[config.mk]
export PLATFORM = sky130hd
export DESIGN_NAME = uimt_top
export DESIGN_NICKNAME = d
export VERILOG_FILES = /design/src/hw/uimt_pkg.sv /design/src/hw/uimt_tmr_if.sv /design/src/hw/uimt_timed_ch.sv /design/src/hw/uimt_prio.sv /design/src/hw/uimt_top.sv
export SDC_FILE = /design/constraint.sdc
export NUM_CORES = 1
export LEC_CHECK = 0
export ABC_AREA = 1
export BUFFER_PORTS_ARGS = -buffer_cell sky130_fd_sc_hd__buf_2
export CORE_AREA = 2 2 203 205
export CTS_CLUSTER_SIZE = 12
export DETAILED_ROUTE_END_ITERATION = 8
export DIE_AREA = 0 0 205 207
export MAX_ROUTING_LAYER = met4
export PLACE_DENSITY = 0.66
export SYNTH_ARGS = -nofsm -noshare
export SYNTH_HDL_FRONTEND = slang
export SYNTH_HIERARCHICAL = 1
export SYNTH_SLANG_ARGS = --single-unit
[constraint.sdc]
create_clock -name REF_CLK -period 2.2 [get_ports REF_CLK]
set_input_delay 0.33 -clock REF_CLK [delete_from_list [all_inputs] [get_ports REF_CLK]]
set_output_delay 0.33 -clock REF_CLK [all_outputs]
set_load 0.02 [all_outputs]
[src/hw/uimt_pkg.sv]
// shared constants and types of the user interrupt mask and timed channel block
package uimt_pkg;

  // ----------------------------------------------------------------
  // timing
  // ----------------------------------------------------------------
  localparam int unsigned CLK_PERIOD_NS = 5;
  localparam int unsigned MS_NS         = 1000000;
  localparam int unsigned MS_CYCLES     = MS_NS / CLK_PERIOD_NS;

  // ----------------------------------------------------------------
  // sizes
  // ----------------------------------------------------------------
  localparam int unsigned NUM_SRC = 24;
  localparam int unsigned NUM_TCH = 4;
  localparam int unsigned IV_W    = 16;
  localparam int unsigned ID_W    = 5;

  // ----------------------------------------------------------------
  // source bit layout of the selection mask
  // ----------------------------------------------------------------
  localparam int unsigned FAULT_BIT  = 0;
  localparam int unsigned EV_LO_LSB  = 1;
  localparam int unsigned CNT_LSB    = 5;
  localparam int unsigned EV_HI_LSB  = 11;
  localparam int unsigned TCH_LSB    = 15;
  localparam int unsigned PLG_LSB    = 19;
  localparam logic [23:0] MASK_RSVD  = 24'h000001;

  // ----------------------------------------------------------------
  // register offsets (byte addresses)
  // ----------------------------------------------------------------
  localparam logic [11:0] OFS_TSTART   = 12'h000;
  localparam logic [11:0] OFS_MDIS     = 12'h004;
  localparam logic [11:0] OFS_MEN      = 12'h008;
  localparam logic [11:0] OFS_MSTATE   = 12'h00C;
  localparam logic [11:0] OFS_TSTAT    = 12'h010;
  localparam logic [11:0] OFS_IV0      = 12'h020;
  localparam logic [11:0] OFS_IRQ_STAT = 12'h030;
  localparam logic [11:0] OFS_IRQ_CLR  = 12'h034;
  localparam logic [11:0] OFS_IRQ_EN   = 12'h038;
  localparam logic [11:0] OFS_SERVICE  = 12'h03C;

  // ----------------------------------------------------------------
  // fields of the timed-start word
  // ----------------------------------------------------------------
  localparam int unsigned TS_IV_LSB  = 0;
  localparam int unsigned TS_SEL_LSB = 16;
  localparam int unsigned TS_EN_BIT  = 31;

  // ----------------------------------------------------------------
  // reset values
  // ----------------------------------------------------------------
  localparam logic [23:0] MASK_RST   = 24'hFFFFFE;
  localparam logic [23:0] IRQ_EN_RST = 24'h000000;
  localparam logic [23:0] PEND_RST   = 24'h000000;

  // timed channel identifiers
  typedef enum logic [1:0] {
    timed_channel_id_0,
    timed_channel_id_1,
    timed_channel_id_2,
    timed_channel_id_3
  } uimt_tch_e;

endpackage

[src/hw/uimt_tmr_if.sv]
// interface between the controller and one timed interrupt channel
`timescale 1ns/1ps
interface uimt_tmr_if #(parameter int unsigned IV_W = 16);
  logic            start;
  logic [IV_W-1:0] interval_ms;
  logic            enabled;
  logic            expire;
  logic [IV_W-1:0] cur_interval;
  logic [IV_W-1:0] elapsed;

  modport ctrl (output start, interval_ms, input enabled, expire, cur_interval, elapsed);
  modport chan (input start, interval_ms, output enabled, expire, cur_interval, elapsed);
endinterface

[src/hw/uimt_timed_ch.sv]
// one timed interrupt channel with its own millisecond divider
`timescale 1ns/1ps
module uimt_timed_ch #(
  parameter int unsigned CLK_PER_MS = uimt_pkg::MS_CYCLES,
  parameter int unsigned IV_W       = uimt_pkg::IV_W
) (
  // clock and reset
  input wire logic clk,
  input wire logic rst,
  // control side
  uimt_tmr_if.chan tif
);
  localparam int unsigned PRE_W = (CLK_PER_MS > 1) ? $clog2(CLK_PER_MS) : 1;

  generate
    if (CLK_PER_MS < 2) begin : g_chk
      $error("CLK_PER_MS must be at least 2");
    end
  endgenerate

  logic [PRE_W-1:0] pre_reg;
  logic [IV_W-1:0]  iv_reg;
  logic [IV_W-1:0]  elapsed_reg;
  logic             en_reg;
  logic             expire_reg;
  logic             ms_tick;
  logic             reached;

  // one-cycle millisecond enable and interval compare
  assign ms_tick = (pre_reg == PRE_W'(CLK_PER_MS - 1));
  assign reached = (elapsed_reg == iv_reg - IV_W'(1));

  // divider, restarted with every start so the first period is a full one
  always_ff @(posedge clk)
  begin
    if (rst || tif.start || ms_tick || !en_reg)
      pre_reg <= '0;
    else
      pre_reg <= pre_reg + PRE_W'(1);
  end

  // interval, enabled flag and elapsed count
  always_ff @(posedge clk)
  begin
    if (rst)
    begin
      iv_reg      <= '0;
      en_reg      <= 1'b0;
      elapsed_reg <= '0;
      expire_reg  <= 1'b0;
    end
    else if (tif.start)
    begin
      iv_reg      <= tif.interval_ms;
      en_reg      <= (tif.interval_ms != '0);
      elapsed_reg <= '0;
      expire_reg  <= 1'b0;
    end
    else if (en_reg && ms_tick)
    begin
      expire_reg  <= reached;
      elapsed_reg <= reached ? '0 : elapsed_reg + IV_W'(1);
    end
    else
      expire_reg  <= 1'b0;
  end

  // outputs toward the controller
  assign tif.enabled      = en_reg;
  assign tif.expire       = expire_reg;
  assign tif.cur_interval = iv_reg;
  assign tif.elapsed      = elapsed_reg;
endmodule

[src/hw/uimt_prio.sv]
// fixed priority picker, lowest bit index wins
`timescale 1ns/1ps
module uimt_prio #(
  parameter int unsigned N    = uimt_pkg::NUM_SRC,
  parameter int unsigned ID_W = uimt_pkg::ID_W
) (
  // requests
  input  wire logic [N-1:0]    req,
  // winner
  output logic                 found,
  output logic [ID_W-1:0]      id
);
  generate
    if (N > (1 << ID_W)) begin : g_chk
      $error("ID_W too narrow for N");
    end
  endgenerate

  // scan downward so the lowest set index is kept last
  always_comb
  begin
    found = 1'b0;
    id    = '0;
    for (int i = N - 1; i >= 0; i--)
    begin
      if (req[i])
      begin
        found = 1'b1;
        id    = ID_W'(i);
      end
    end
  end
endmodule

[src/hw/uimt_top.sv]
// user interrupt mask, pending and timed channel controller with apb registers
//
// Local design decisions: the APB register port and the placing of the registers.
`timescale 1ns/1ps
// Summary of operation
// - timed start acts only when enable true
// - timed start status output equals enable
// - interval is 16-bit unsigned milliseconds
// - zero interval disables channel, clears flag
// - nonzero interval starts channel, sets flag
// - new interval applies at once, restarts count
// - interrupt only after full interval elapsed
// - program may start, stop, re-time at run
// - mask layout events, counters, timed, plug-ins
// - disable blocks selected sources only
// - enable re-allows selected sources, same layout
// - mask bit 0 reserved, fault unaffected
// - disable then enable bounds protected region
// - service highest to lowest priority order
module uimt_top #(
  parameter int unsigned CLK_PER_MS = uimt_pkg::MS_CYCLES
) (
  // clock and reset
  input  wire logic        REF_CLK,
  input  wire logic        SYS_RST,
  // apb slave
  input  wire logic        PSEL,
  input  wire logic        PENABLE,
  input  wire logic        PWRITE,
  input  wire logic [11:0] PADDR,
  input  wire logic [31:0] PWDATA,
  output logic      [31:0] PRDATA,
  output logic             PREADY,
  output logic             PSLVERR,
  // interrupt sources, one-cycle pulses, bit layout of the mask
  input  wire logic [23:0] SRC_EVENT,
  // service request toward the program
  output logic             IRQ,
  output logic      [4:0]  IRQ_SRC_ID,
  // status of the last timed start
  output logic             TSTART_ENO
);

  // ----------------------------------------------------------------
  // register map, byte offsets, one word each
  // ----------------------------------------------------------------
  // 0x000 timed start: write [15:0] interval, [17:16] channel, [31] enable
  //       read bit 0 gives the status of the last timed start
  // 0x004 mask disable: write ones to block sources, bit 0 ignored
  // 0x008 mask enable: write ones to re-allow sources, bit 0 ignored
  // 0x00C mask state: read [23:0] allow bits, bit 0 always reads zero
  // 0x010 timed status: read [3:0] enabled flag of each channel
  // 0x020 channel words, 4 apart: [15:0] interval, [31:16] elapsed ms
  // 0x030 pending: read [23:0] sticky event bits
  // 0x034 pending clear: write ones to clear, a new event wins
  // 0x038 interrupt enable: read and write [23:0]
  // 0x03C service: read [5] request, [4:0] winning source
  // unmapped offsets answer with the error flag, writes are dropped
  // writes to read-only words are dropped without an error
  // reads are taken at the setup edge, so data is one cycle old
  // priority: lowest source index wins, fault source first
  // fault source is never masked, only its interrupt enable gates it
  // every access has exactly one access cycle, no wait states

  // ----------------------------------------------------------------
  // parameter checks
  // ----------------------------------------------------------------
  generate
    if (CLK_PER_MS < 2)
    begin : g_chk_div
      $error("divider needs at least two clocks per millisecond");
    end
    if (uimt_pkg::NUM_TCH != 4)
    begin : g_chk_tch
      $error("channel select field serves exactly four channels");
    end
    if (uimt_pkg::NUM_SRC != 24)
    begin : g_chk_src
      $error("source ports and mask words are 24 bits wide");
    end
  endgenerate

  // ----------------------------------------------------------------
  // declarations
  // ----------------------------------------------------------------
  localparam int unsigned NS  = uimt_pkg::NUM_SRC;
  localparam int unsigned NT  = uimt_pkg::NUM_TCH;
  localparam int unsigned IVW = uimt_pkg::IV_W;

  logic [NS-1:0]   allow_reg;
  logic [NS-1:0]   allow_next;
  logic [NS-1:0]   pend_reg;
  logic [NS-1:0]   pend_next;
  logic [NS-1:0]   irq_en_reg;
  logic            eno_reg;
  logic            irq_reg;
  logic [4:0]      irq_id_reg;
  logic [31:0]     prdata_reg;
  logic            pready_reg;
  logic            pslverr_reg;

  logic            setup;
  logic            wr;
  logic            hit_tstart;
  logic            hit_mdis;
  logic            hit_men;
  logic            hit_mstate;
  logic            hit_tstat;
  logic            hit_iv;
  logic            hit_istat;
  logic            hit_iclr;
  logic            hit_ien;
  logic            hit_serv;
  logic            mapped;
  logic [31:0]     rdata;
  logic [31:0]     rd_tstart;
  logic [31:0]     rd_mstate;
  logic [31:0]     rd_tstat;
  logic [31:0]     rd_istat;
  logic [31:0]     rd_ien;
  logic [31:0]     rd_serv;

  logic            ts_op;
  logic            ts_en;
  logic [1:0]      ts_sel;
  logic [IVW-1:0]  ts_iv;
  logic [NS-1:0]   wmask;
  logic [NS-1:0]   allow_eff;
  logic [NS-1:0]   events;
  logic [NS-1:0]   clr_bits;
  logic [NS-1:0]   serviceable;
  logic            pick_found;
  logic [4:0]      pick_id;

  logic [NT-1:0]   tch_enabled;
  logic [NT-1:0]   tch_expire;
  logic [31:0]     iv_word [NT];

  // ----------------------------------------------------------------
  // apb decode
  // ----------------------------------------------------------------

  // phase qualifiers; writes land at the edge that completes access
  assign setup = PSEL && !PENABLE;
  assign wr    = PSEL && PENABLE && pready_reg && PWRITE;

  // register hits
  assign hit_tstart = (PADDR == uimt_pkg::OFS_TSTART);
  assign hit_mdis   = (PADDR == uimt_pkg::OFS_MDIS);
  assign hit_men    = (PADDR == uimt_pkg::OFS_MEN);
  assign hit_mstate = (PADDR == uimt_pkg::OFS_MSTATE);
  assign hit_tstat  = (PADDR == uimt_pkg::OFS_TSTAT);
  assign hit_iv     = (PADDR[11:4] == uimt_pkg::OFS_IV0[11:4])
                    && (PADDR[1:0] == 2'h0);
  assign hit_istat  = (PADDR == uimt_pkg::OFS_IRQ_STAT);
  assign hit_iclr   = (PADDR == uimt_pkg::OFS_IRQ_CLR);
  assign hit_ien    = (PADDR == uimt_pkg::OFS_IRQ_EN);
  assign hit_serv   = (PADDR == uimt_pkg::OFS_SERVICE);
  assign mapped     = hit_tstart | hit_mdis | hit_men | hit_mstate | hit_tstat
                    | hit_iv | hit_istat | hit_iclr | hit_ien | hit_serv;

  // read words of each register
  assign rd_tstart = {31'h00000000, eno_reg};
  assign rd_mstate = {8'h00, allow_reg};
  assign rd_tstat  = {28'h0000000, tch_enabled};
  assign rd_istat  = {8'h00, pend_reg};
  assign rd_ien    = {8'h00, irq_en_reg};
  assign rd_serv   = {26'h0000000, irq_reg, irq_id_reg};

  // read data select; write-only words read as zero
  assign rdata =
      hit_tstart ? rd_tstart :
      hit_mstate ? rd_mstate :
      hit_tstat  ? rd_tstat :
      hit_iv     ? iv_word[PADDR[3:2]] :
      hit_istat  ? rd_istat :
      hit_ien    ? rd_ien :
      hit_serv   ? rd_serv :
      32'h00000000;

  // bus answer: ready one cycle after setup, data sampled at setup
  always_ff @(posedge REF_CLK)
  begin
    if (SYS_RST)
    begin
      pready_reg  <= 1'b0;
      pslverr_reg <= 1'b0;
      prdata_reg  <= 32'h00000000;
    end
    else
    begin
      pready_reg  <= setup;
      pslverr_reg <= setup && !mapped;
      prdata_reg  <= (setup && !PWRITE) ? rdata : 32'h00000000;
    end
  end

  // ----------------------------------------------------------------
  // timed start operation
  // ----------------------------------------------------------------

  // fields of the written word
  assign ts_op  = wr && hit_tstart;
  assign ts_en  = PWDATA[uimt_pkg::TS_EN_BIT];
  assign ts_sel = PWDATA[uimt_pkg::TS_SEL_LSB +: 2];
  assign ts_iv  = PWDATA[uimt_pkg::TS_IV_LSB +: IVW];

  // status output mirrors the enable input of the last operation
  always_ff @(posedge REF_CLK)
  begin
    if (SYS_RST)
      eno_reg <= 1'b0;
    else if (ts_op)
      eno_reg <= ts_en;
  end

  // four channels, each started only when addressed and enabled
  // a start restarts the channel's divider and elapsed count, so a
  // re-time never fires early on the old interval's progress; the
  // first expiry comes a full interval after the landing edge, then
  // the pending bit one cycle later and the request one more
  generate
    for (genvar n = 0; n < NT; n++)
    begin : g_tch
      uimt_tmr_if #(.IV_W(IVW)) tif ();

      // start pulse for this channel at run time
      assign tif.start       = ts_op && ts_en
                             && (ts_sel == 2'(n));
      assign tif.interval_ms = ts_iv;
      assign tch_enabled[n]  = tif.enabled;
      assign tch_expire[n]   = tif.expire;
      assign iv_word[n]      = {tif.elapsed, tif.cur_interval};

      uimt_timed_ch #(
        .CLK_PER_MS (CLK_PER_MS),
        .IV_W       (IVW)
      ) u_ch (
        .clk (REF_CLK),
        .rst (SYS_RST),
        .tif (tif.chan)
      );
    end
  endgenerate

  // ----------------------------------------------------------------
  // source mask
  // ----------------------------------------------------------------

  // reserved fault bit never reaches the mask storage
  assign wmask = PWDATA[NS-1:0] & ~uimt_pkg::MASK_RSVD;

  // disable clears selected bits, enable sets them, rest untouched
  assign allow_next =
      (wr && hit_mdis) ? (allow_reg & ~wmask) :
      (wr && hit_men)  ? (allow_reg | wmask)  :
      allow_reg;

  // fault source always allowed regardless of the mask
  assign allow_eff = allow_reg | uimt_pkg::MASK_RSVD;

  // mask storage
  always_ff @(posedge REF_CLK)
  begin
    if (SYS_RST)
      allow_reg <= uimt_pkg::MASK_RST;
    else
      allow_reg <= allow_next;
  end

  // ----------------------------------------------------------------
  // pending, clear and enable registers
  // ----------------------------------------------------------------

  // timed channel slots are fed by the channels, not the pins
  assign events = {SRC_EVENT[NS-1:uimt_pkg::PLG_LSB],
                   tch_expire,
                   SRC_EVENT[uimt_pkg::TCH_LSB-1:0]};

  // a new event wins over a clear in the same cycle
  assign clr_bits  = (wr && hit_iclr) ? PWDATA[NS-1:0] : '0;
  assign pend_next = (pend_reg & ~clr_bits) | events;

  // sticky pending bits
  always_ff @(posedge REF_CLK)
  begin
    if (SYS_RST)
      pend_reg <= uimt_pkg::PEND_RST;
    else
      pend_reg <= pend_next;
  end

  // interrupt enable register
  always_ff @(posedge REF_CLK)
  begin
    if (SYS_RST)
      irq_en_reg <= uimt_pkg::IRQ_EN_RST;
    else if (wr && hit_ien)
      irq_en_reg <= PWDATA[NS-1:0];
  end

  // ----------------------------------------------------------------
  // priority service
  // ----------------------------------------------------------------

  // blocked sources stay pending and are serviced once re-allowed
  // the mask gates service only, never latching, so a protected
  // region delays a source rather than losing it; the fault slot
  // ignores the mask but still needs its interrupt enable bit
  assign serviceable = pend_reg & irq_en_reg & allow_eff;

  uimt_prio #(
    .N    (NS),
    .ID_W (uimt_pkg::ID_W)
  ) u_prio (
    .req   (serviceable),
    .found (pick_found),
    .id    (pick_id)
  );

  // registered level request and winning source
  always_ff @(posedge REF_CLK)
  begin
    if (SYS_RST)
    begin
      irq_reg    <= 1'b0;
      irq_id_reg <= 5'h00;
    end
    else
    begin
      irq_reg    <= pick_found;
      irq_id_reg <= pick_id;
    end
  end

  // ----------------------------------------------------------------
  // outputs
  // ----------------------------------------------------------------

  // every output straight from a flip-flop
  assign PRDATA     = prdata_reg;
  assign PREADY     = pready_reg;
  assign PSLVERR    = pslverr_reg;
  assign IRQ        = irq_reg;
  assign IRQ_SRC_ID = irq_id_reg;
  assign TSTART_ENO = eno_reg;

endmodule

==> results of run 1 <==
## routing by layer
metal	wire length [um]	track usage
met1	25300	0.366
met2	26500	0.437
met3	5410	0.0599
met4	2570	0.127
met5	0	-
## synth_stat cells (5+ instances only)
cell	count	share of area
o21bai_1	8	0.0034
o21a_1	8	0.0034
a31oi_1	12	0.0042
nor3_4	8	0.0073
o211ai_2	10	0.0070
and3_1	19	0.0066
nand3_2	9	0.0050
o211ai_1	8	0.0034
inv_2	35	0.0073
inv_1	398	0.083
dfxtp_1	320	0.36
nand3_1	192	0.054
xnor2_1	24	0.012
buf_2	25	0.0070
nand3b_1	8	0.0034
clkbuf_2	8	0.0022
nor4_1	15	0.0052
o21ai_0	163	0.046
nor3_1	17	0.0047
nor3b_1	8	0.0034
xor2_1	60	0.029
buf_6	5	0.0031
nand4_1	48	0.017
o22ai_1	38	0.013
buf_4	6	0.0025
clkbuf_1	40	0.0084
nand2_1	545	0.11
a21oi_1	163	0.046
or2_2	8	0.0028
ha_1	12	0.0084
a22oi_1	8	0.0034
nor2_4	5	0.0031
nor2_2	13	0.0045
o21ai_1	37	0.010
nor2_1	425	0.089
## through the flow
stage / util / cell area [um2] / hold slack (ps) / setup TNS, ps / worst slack, ps
after floorplan: - / 17900 / 399 / 0 / 57.8
after global placement: 0.483 / 19500 / 426 / -13410 / -204
after detailed placement: 0.483 / 19500 / 427 / -14870 / -195
after CTS: 0.521 / 21000 / 1.69 / 0 / 44.8
after global routing: 0.523 / 21100 / 16.5 / -205 / -46.5
final: 0.523 / 21100 / 14.4 / 0 / 113
## what timing repair did
item                       4_1_cts  5_1_grt
setup endpoints to repair        0       67
hold buffers                    11        0
gates resized for setup          0       25
hold endpoints to repair        11        0
buffers inserted                 0        1
## cells by family after synthesis
logic type,synth area share
adder cells (fa/ha/maj),0.00838
AO/OA/AOI/OAI,0.144
flip-flops,0.357
multiplexers,0.00223
buffers and inverters,0.114
XOR/XNOR,0.0410
AND/OR/NAND/NOR,0.334
## power by group through the flow
| stage | Sequential (uW) | Combinational (uW) | Clock [uW] |
|---|---|---|---|
| floorplan | 5960 | 246 | 0 |
| global placement | 5970 | 518 | 0 |
| detailed placement | 5970 | 524 | 0 |
| CTS | 5840 | 543 | 7120 |
| global route | 5840 | 600 | 7340 |
| finish | 5840 | 563 | 6990 |
## critical path, stage by stage (launching register included)
cell and delay [ps]:
dfxtp_1 330, inv_2 100, ha_1 210, nand3_2 180, nor2_4 200, nand2_1 100
nand3_1 140, nand2_1 70, inv_1 50, nand2_1 70, nor2_1 130, nand3_2 130
nand2_4 180, nor2_1 70
## worst max path at each step
stage                                                              start                                          to  slack, ps  cells past startpoint
after detailed placement                                        PADDR[7]        g_tch[2].u_ch/pre_reg[11]$_SDFF_PP0_       -200                     15
final                     g_tch[1].u_ch/tif.cur_interval[0]$_SDFFE_PP0P_  g_tch[1].u_ch/tif.elapsed[10]$_SDFFE_PP0P_        110                     13
after global placement                                          PADDR[7]        g_tch[3].u_ch/pre_reg[14]$_SDFF_PP0_       -200                     15
after floorplan                                                 PADDR[7]         g_tch[1].u_ch/pre_reg[3]$_SDFF_PP0_         60                     12
after CTS                                              PREADY$_SDFF_PP0_        g_tch[2].u_ch/pre_reg[11]$_SDFF_PP0_         40                     11
after global routing                             pend_reg[22]$_SDFF_PP0_                    IRQ_SRC_ID[0]$_SDFF_PP0_        -50                     26
## final cells by class
type | count | area (um2)
Clock inverter | 19 | 259
Multi-Input combinational cell | 1906 | 9550
Clock buffer | 51 | 1130
Fill cell | 4049 | 19300
Timing Repair Buffer | 205 | 1450
Sequential cell | 320 | 6410
Inverter | 433 | 1630
Tap cell | 532 | 666
==> results by group, run 1 <==
Outcome
  – Status: completed

Die
  – Rows: 74
  – Core ar.: 40400 um2
  – Starting Density: 0.444
  – Die footprint: roughly 42000 um2
  – Die X: 205 um
  – Num ports: 114
  – Die Ht: ~210 um

Power and ir drop
  – Int Power: slightly above 10000 uW
  – Sw frac: 0.228
  – Leakage power: between 0.009 and 0.01 uW
  – Clock power share: 0.522
  – VDD IR max: 0.442 mV
  – Tot Pwr: roughly 13000 uW
  – Pwr per Cell Area: between 600 and 700 nW/um2
  – Comb pwr share: 0.042
  – P_sw: just over 3000 uW
  – Sequential power share: 0.436

Timing
  – Worst slew pin tran: between 600 and 700 ps
  – Finish-stage setup viols: 0
  – Max transition margin: 0.596
  – Minimum clock period after layout: roughly 2100 ps
  – Clk_skew: between 10 and 15 ps
  – Fin. Hold Viols: 0
  – Final Cycle Share: 0.949
  – Max Freq: 0.479 GHz
  – Slew Viols, Final: 0
  – RSZ-0062 raised after global routing: true

Layout
  – Layout area overhead: 17.7%
  – Max FFs per register: between 70 and 80
  – Final cell count without fillers: ~3500
  – Share of layout cells above drive strength 1: 0.133
  – Commonest non-fill, non-tap cell in the layout: nand2_1
  – Commonest cells after routing, fill and taps aside: 540 x nand2_1, 422 x nor2_1, 397 x inv_1
  – Nets: 2991
  – Diodes inserted: 0

Clocking
  – Total CTS buffers: 40
  – CTS Buffer Depth: 3
  – H-tree levels: 2
  – Clock Sinks: 320
  – CTS tree: done
  – CTS Root Cell: clkbuf_16
  – CTS clk-pin slew, worst paths: 60 ps
  – Insertion delay to the later sink of the worst-skew pair: 560 ps

Critical path
  – WP data required: about 2600 ps
  – CP Capture Type: flip-flop
  – Critical path arrival: 2520 ps
  – R2R cell count: 13
  – Worst R2R Start: g_tch[1].u_ch/tif.cur_interval[0]$_SDFFE_PP0P_
  – Reg2Reg Setup Slack: 110 ps
  – CP startpoint kind: flip-flop
  – Crit Path Class: flip-flop to flip-flop
  – Critical path peak fanout: 15
  – Reg-to-reg endpoint: g_tch[1].u_ch/tif.elapsed[10]$_SDFFE_PP0P_

Logic synthesis
  – Async set-reset flop share out of synthesis: 0
  – Seq/Total Area, Yosys: 0.357
  – Number of synthesized flops with an enable pin: 0
  – Syn_nets: approximately 2800
  – Commonest register cell after synthesis: dfxtp_1
  – Syn Area/Cell: approximately 6.5 um2
  – Cell Area, Synth: about 18000 um2
  – Synth Warn #: 6
  – FF+latch count, synth: 320
  – Cells after Synth: approximately 2700
  – Library cells used by synthesis: 48

Route
  – Via density: between 5 and 6
  – DRT iter0 DRCs: 1623
  – WL per Instance: approximately 17 um
  – DR vias: ~18000
  – Drt pass-1 iters: 8
  – Post-route ant nets: 0
  – DRC viols: 0
  – Post-Route WL: between 50000 and 60000 um

Global routing
  – GRT overflow: 0
  – Vias in the first global route: 17400
  – Antenna violations before repair: 1
  – Total GRT Usage: 0.287
  – Pin count of the biggest net entering global routing: 48
  – First-pass GRT wire length: slightly above 90000 um

Min path
  – Worst min-delay path startpoint: SRC_EVENT[21]
  – WHS Endpoint: pend_reg[21]$_SDFF_PP0_
  – Worst Hold Class: input pin to flip-flop
  – Hold depth: 3

Flow run
  – Max Cap Viol: 0

Place
  – Placed instance count: ~3400
  – Input/output buffers: about 100
  – GPL Wtd Cong: 0.966
  – DP HPWL: 44200 um
No activity file was read; power rests on OpenSTA's default activity.
==> inputs of run 2 (changes only) <==
CORE_AREA = 2 2 196 198   (was 2 2 203 205)
DIE_AREA = 0 0 198 200   (was 0 0 205 207)
PLACE_DENSITY = 0.63   (was 0.66)
SYNTH_HIERARCHICAL = default   (was 1)
==> results by group, run 2 <==
Outcome
  – Status: finished with violations
  – Failing checks: negative setup slack

Die
  – Rows: 71 (-4.1%)
  – Die X: 198 um (-3.4%)
  – Die footprint: 39600 um2 (-6.7%)
  – Starting Density: 0.448 (+0.00350)
  – Die Ht: 200 um (-3.4%)
  – Num ports: 114 (unchanged)
  – Core ar.: 37400 um2 (-7.4%)

Layout
  – Nets: 2803 (-6.3%)
  – Commonest cells after routing, fill and taps aside: 327 x nand2_1, 298 x dfxtp_1, 288 x buf_4
  – Share of layout cells above drive strength 1: 0.290 (+0.157)
  – Commonest non-fill, non-tap cell in the layout: nand2_1
  – Max FFs per register: 72 (unchanged)
  – Layout area overhead: 35.2%

Route
  – Met1 WL: 24300 um (-4.0%)
  – Post-route ant nets: 0 (unchanged)
  – Post-Route WL: 58100 um (-2.7%)
  – DRC viols: 0 (unchanged)
  – DRT iter0 DRCs: 1461 (-10%)
  – WL met2: 27100 um (+2.1%)
  – DR top layer: met4
  – DR vias: 17700 (-4.4%)
  – WL per Instance: 17.8 um (+3.5%)
  – Met3 routed WL: 4470 um (-17%)
  – Drt pass-1 iters: 7 (-1)
  – Via density: 5.43 (+1.8%)

Critical path
  – CP Capture Type: flip-flop
  – Critical path peak fanout: 4 (-11)
  – WP data required: 2700 ps (+60 ps)
  – CP startpoint kind: flip-flop
  – Critical path arrival: 2860 ps (+340 ps)
  – Crit Path Class: flip-flop to flip-flop
  – R2R cell count: 16 (+3)

Logic synthesis
  – Syn Area/Cell: 7.18 um2 (+9.9%)
  – Library cells used by synthesis: 60 (+25%)
  – Commonest cells post-synth: 348 x nand2_1, 320 x dfxtp_1, 298 x inv_1
  – Post-synth top area share: 0.383 (+0.0254)
  – Seq/Total Area, Yosys: 0.383 (+0.0254)
  – FF+latch count, synth: 320 (unchanged)
  – Cell with the most instances after synthesis: nand2_1
  – Synth Warn #: 0 (-6)
  – Async set-reset flop share out of synthesis: 0 (unchanged)
  – Commonest register cell after synthesis: dfxtp_1
  – Cells after Synth: 2331 (-15%)
  – Syn_nets: 2416 (-15%)
  – Cell Area, Synth: 16700 um2 (-6.6%)
  – Number of synthesized flops with an enable pin: 0 (unchanged)
  – Cell type with the largest total area after synthesis: dfxtp_1
  – Top post-synthesis cells by area: dfxtp_1 38%, nand2_1 7.8%, inv_1 6.7%

Timing
  – TNS Setup: -6780 ps (-6780 ps)
  – Clk_skew: 18.4 ps (+4.19 ps)
  – WHS: 9.95 ps (-4.48 ps)
  – Finish-stage setup viols: 64 (+64)
  – Minimum clock period after layout: 2360 ps (+270 ps)
  – Slew Viols, Final: 0 (unchanged)
  – Max Freq: 0.424 GHz (-11%)
  – Max transition margin: 0.419 (-0.177)
  – Final worst slack: -157 ps (-270 ps)
  – RSZ-0062 raised after global routing: true
  – Fin. Hold Viols: 0 (unchanged)
  – Worst slew pin tran: 869 ps (+264 ps)
  – Final Cycle Share: 1.07 (+0.123)

Clocking
  – CTS Root Cell: clkbuf_16
  – Total CTS buffers: 38 (-5.0%)
  – CTS clk-pin slew, worst paths: 60 ps (about the same)
  – CTS Buffer Depth: 3 (unchanged)
  – CTS tree: done
  – H-tree levels: 2 (unchanged)
  – Insertion delay to the later sink of the worst-skew pair: 560 ps (about the same)
  – Clock Sinks: 320 (unchanged)

Global routing
  – Total GRT Usage: 0.298 (+0.0102)
  – Antenna violations before repair: 1 (unchanged)
  – GRT overflow: 0 (unchanged)
  – Pin count of the biggest net entering global routing: 99 (+110%)
  – First-pass GRT wire length: 89100 um (-4.3%)
  – Vias in the first global route: 16800 (-3.8%)

Power and ir drop
  – VDD IR max: 0.538 mV (+22%)
  – Pwr per Cell Area: 565 nW/um2 (-11%)
  – Leakage power: 0.00924 uW (-7.0%)

Place
  – GPL Wtd Cong: 0.962 (-0.38%)
  – Input/output buffers: 102 (unchanged)
  – DP HPWL: 43400 um (-1.8%)

Min path
  – Hold depth: 3 (unchanged)
  – Worst Hold Class: input pin to flip-flop

Flow run
  – Max Cap Viol: 0 (unchanged)
-- run 2: changes by cell type after synthesis, sizes merged, moves of 14 or more --
cell,before,now
a21oi,164,198
a22oi,8,24
and3,19,5
buf,36,21
inv,433,313
mux2,0,16
nand2,553,360
nand3,201,174
nor2,443,228
nor3,27,78
nor4,15,33
o211ai,18,4
o21ai,201,167
xor2,60,105
-- run 2: cell type report --
class	count	area [um2]
Fill cell	3321	14800
Multi-Input combinational cell	1617	9880
Sequential cell	320	6440
Timing Repair Buffer	426	3200
Inverter	315	1200
Clock buffer	57	1150
Tap cell	511	639
Clock inverter	10	106
Antenna cell	1	2.50
-- run 2: path summary, 6_finish.rpt --
check	startpoint	endpoint	slack (ps)
hold reg to reg	g_tch[0].u_ch.pre_reg[0]$_SDFF_PP0_	g_tch[0].u_ch.pre_reg[0]$_SDFF_PP0_	420
setup / recovery	g_tch[2].u_ch.tif.cur_interval[1]$_SDFFE_PP0P_	g_tch[2].u_ch.tif.elapsed[14]$_SDFFE_PP0P_	-160
hold / removal	SRC_EVENT[9]	pend_reg[9]$_SDFF_PP0_	10
setup reg to reg	g_tch[2].u_ch.tif.cur_interval[1]$_SDFFE_PP0P_	g_tch[2].u_ch.tif.elapsed[14]$_SDFFE_PP0P_	-160
-- run 2: timing repair --
item / in CTS / in global routing
endpoints found under the hold margin: 8 / 0
pin swaps: 33 / 77
setup endpoints to repair: 65 / 79
gates cloned: 3 / 0
buffers inserted: 28 / 27
resized for setup: 117 / 167
hold buffers: 8 / 0
-- run 2: power breakdown --
| group | total (uW) | switching, uW | internal (uW) |
|---|---|---|---|
| Clock | 6380 | 2550 | 3830 |
| Combinational | 562 | 365 | 196 |
| Sequential | 5840 | 20.2 | 5820 |
-- run 2: cells by family (layout without fill, tap and decap cells) --
logic type                 count (synthesis)  count (layout)  synth area share
other                                      0               1                 0
buffers and inverters                    395             808            0.0919
muxes                                     16              16            0.0108
AOI/OAI and AO/OA                        473             473             0.157
xor gates and xnor gates                 135             135            0.0706
adders and majority gates                 12              12           0.00897
DFF                                      320             320             0.383
and+or+nand+nor                          980             981             0.278
-- run 2: critical path, cell delays in order (launching register included) --
cell and delay [ps]:
dfxtp_2 330, inv_2 70, ha_4 130, nand2_2 50, nor2_2 130, nand2_2 80
nor2_4 140, nand3_2 120, nor2_4 140, buf_4 130, xor2_2 210, nor3b_4 80
nand4_1 110, nand2_2 130, buf_6 190, or2_1 200, inv_1 50
-- run 2: per-layer routing --
layer / vias to the layer above / global-route usage
li1: 8574 / -
met4: 0 / 0.128
met1: 8243 / 0.370
met5: - / -
met3: 142 / 0.0528
met2: 712 / 0.477
-- run 2: metrics by stage --
stage / setup slack (ps) / cells / area, um2 / utilization / total power, uW
2_1_floorplan: -0.804 / 2331 / 16800 / - / 6180
3_3_place_gp: -501 / 3133 / 19800 / 0.528 / 6480
3_5_place_dp: -447 / 3133 / 19800 / 0.528 / 6480
4_1_cts: -138 / 3237 / 21800 / 0.583 / 12900
5_1_grt: -341 / 3257 / 22600 / 0.605 / 13100
6_report: -157 / 3257 / 22600 / 0.605 / 12800
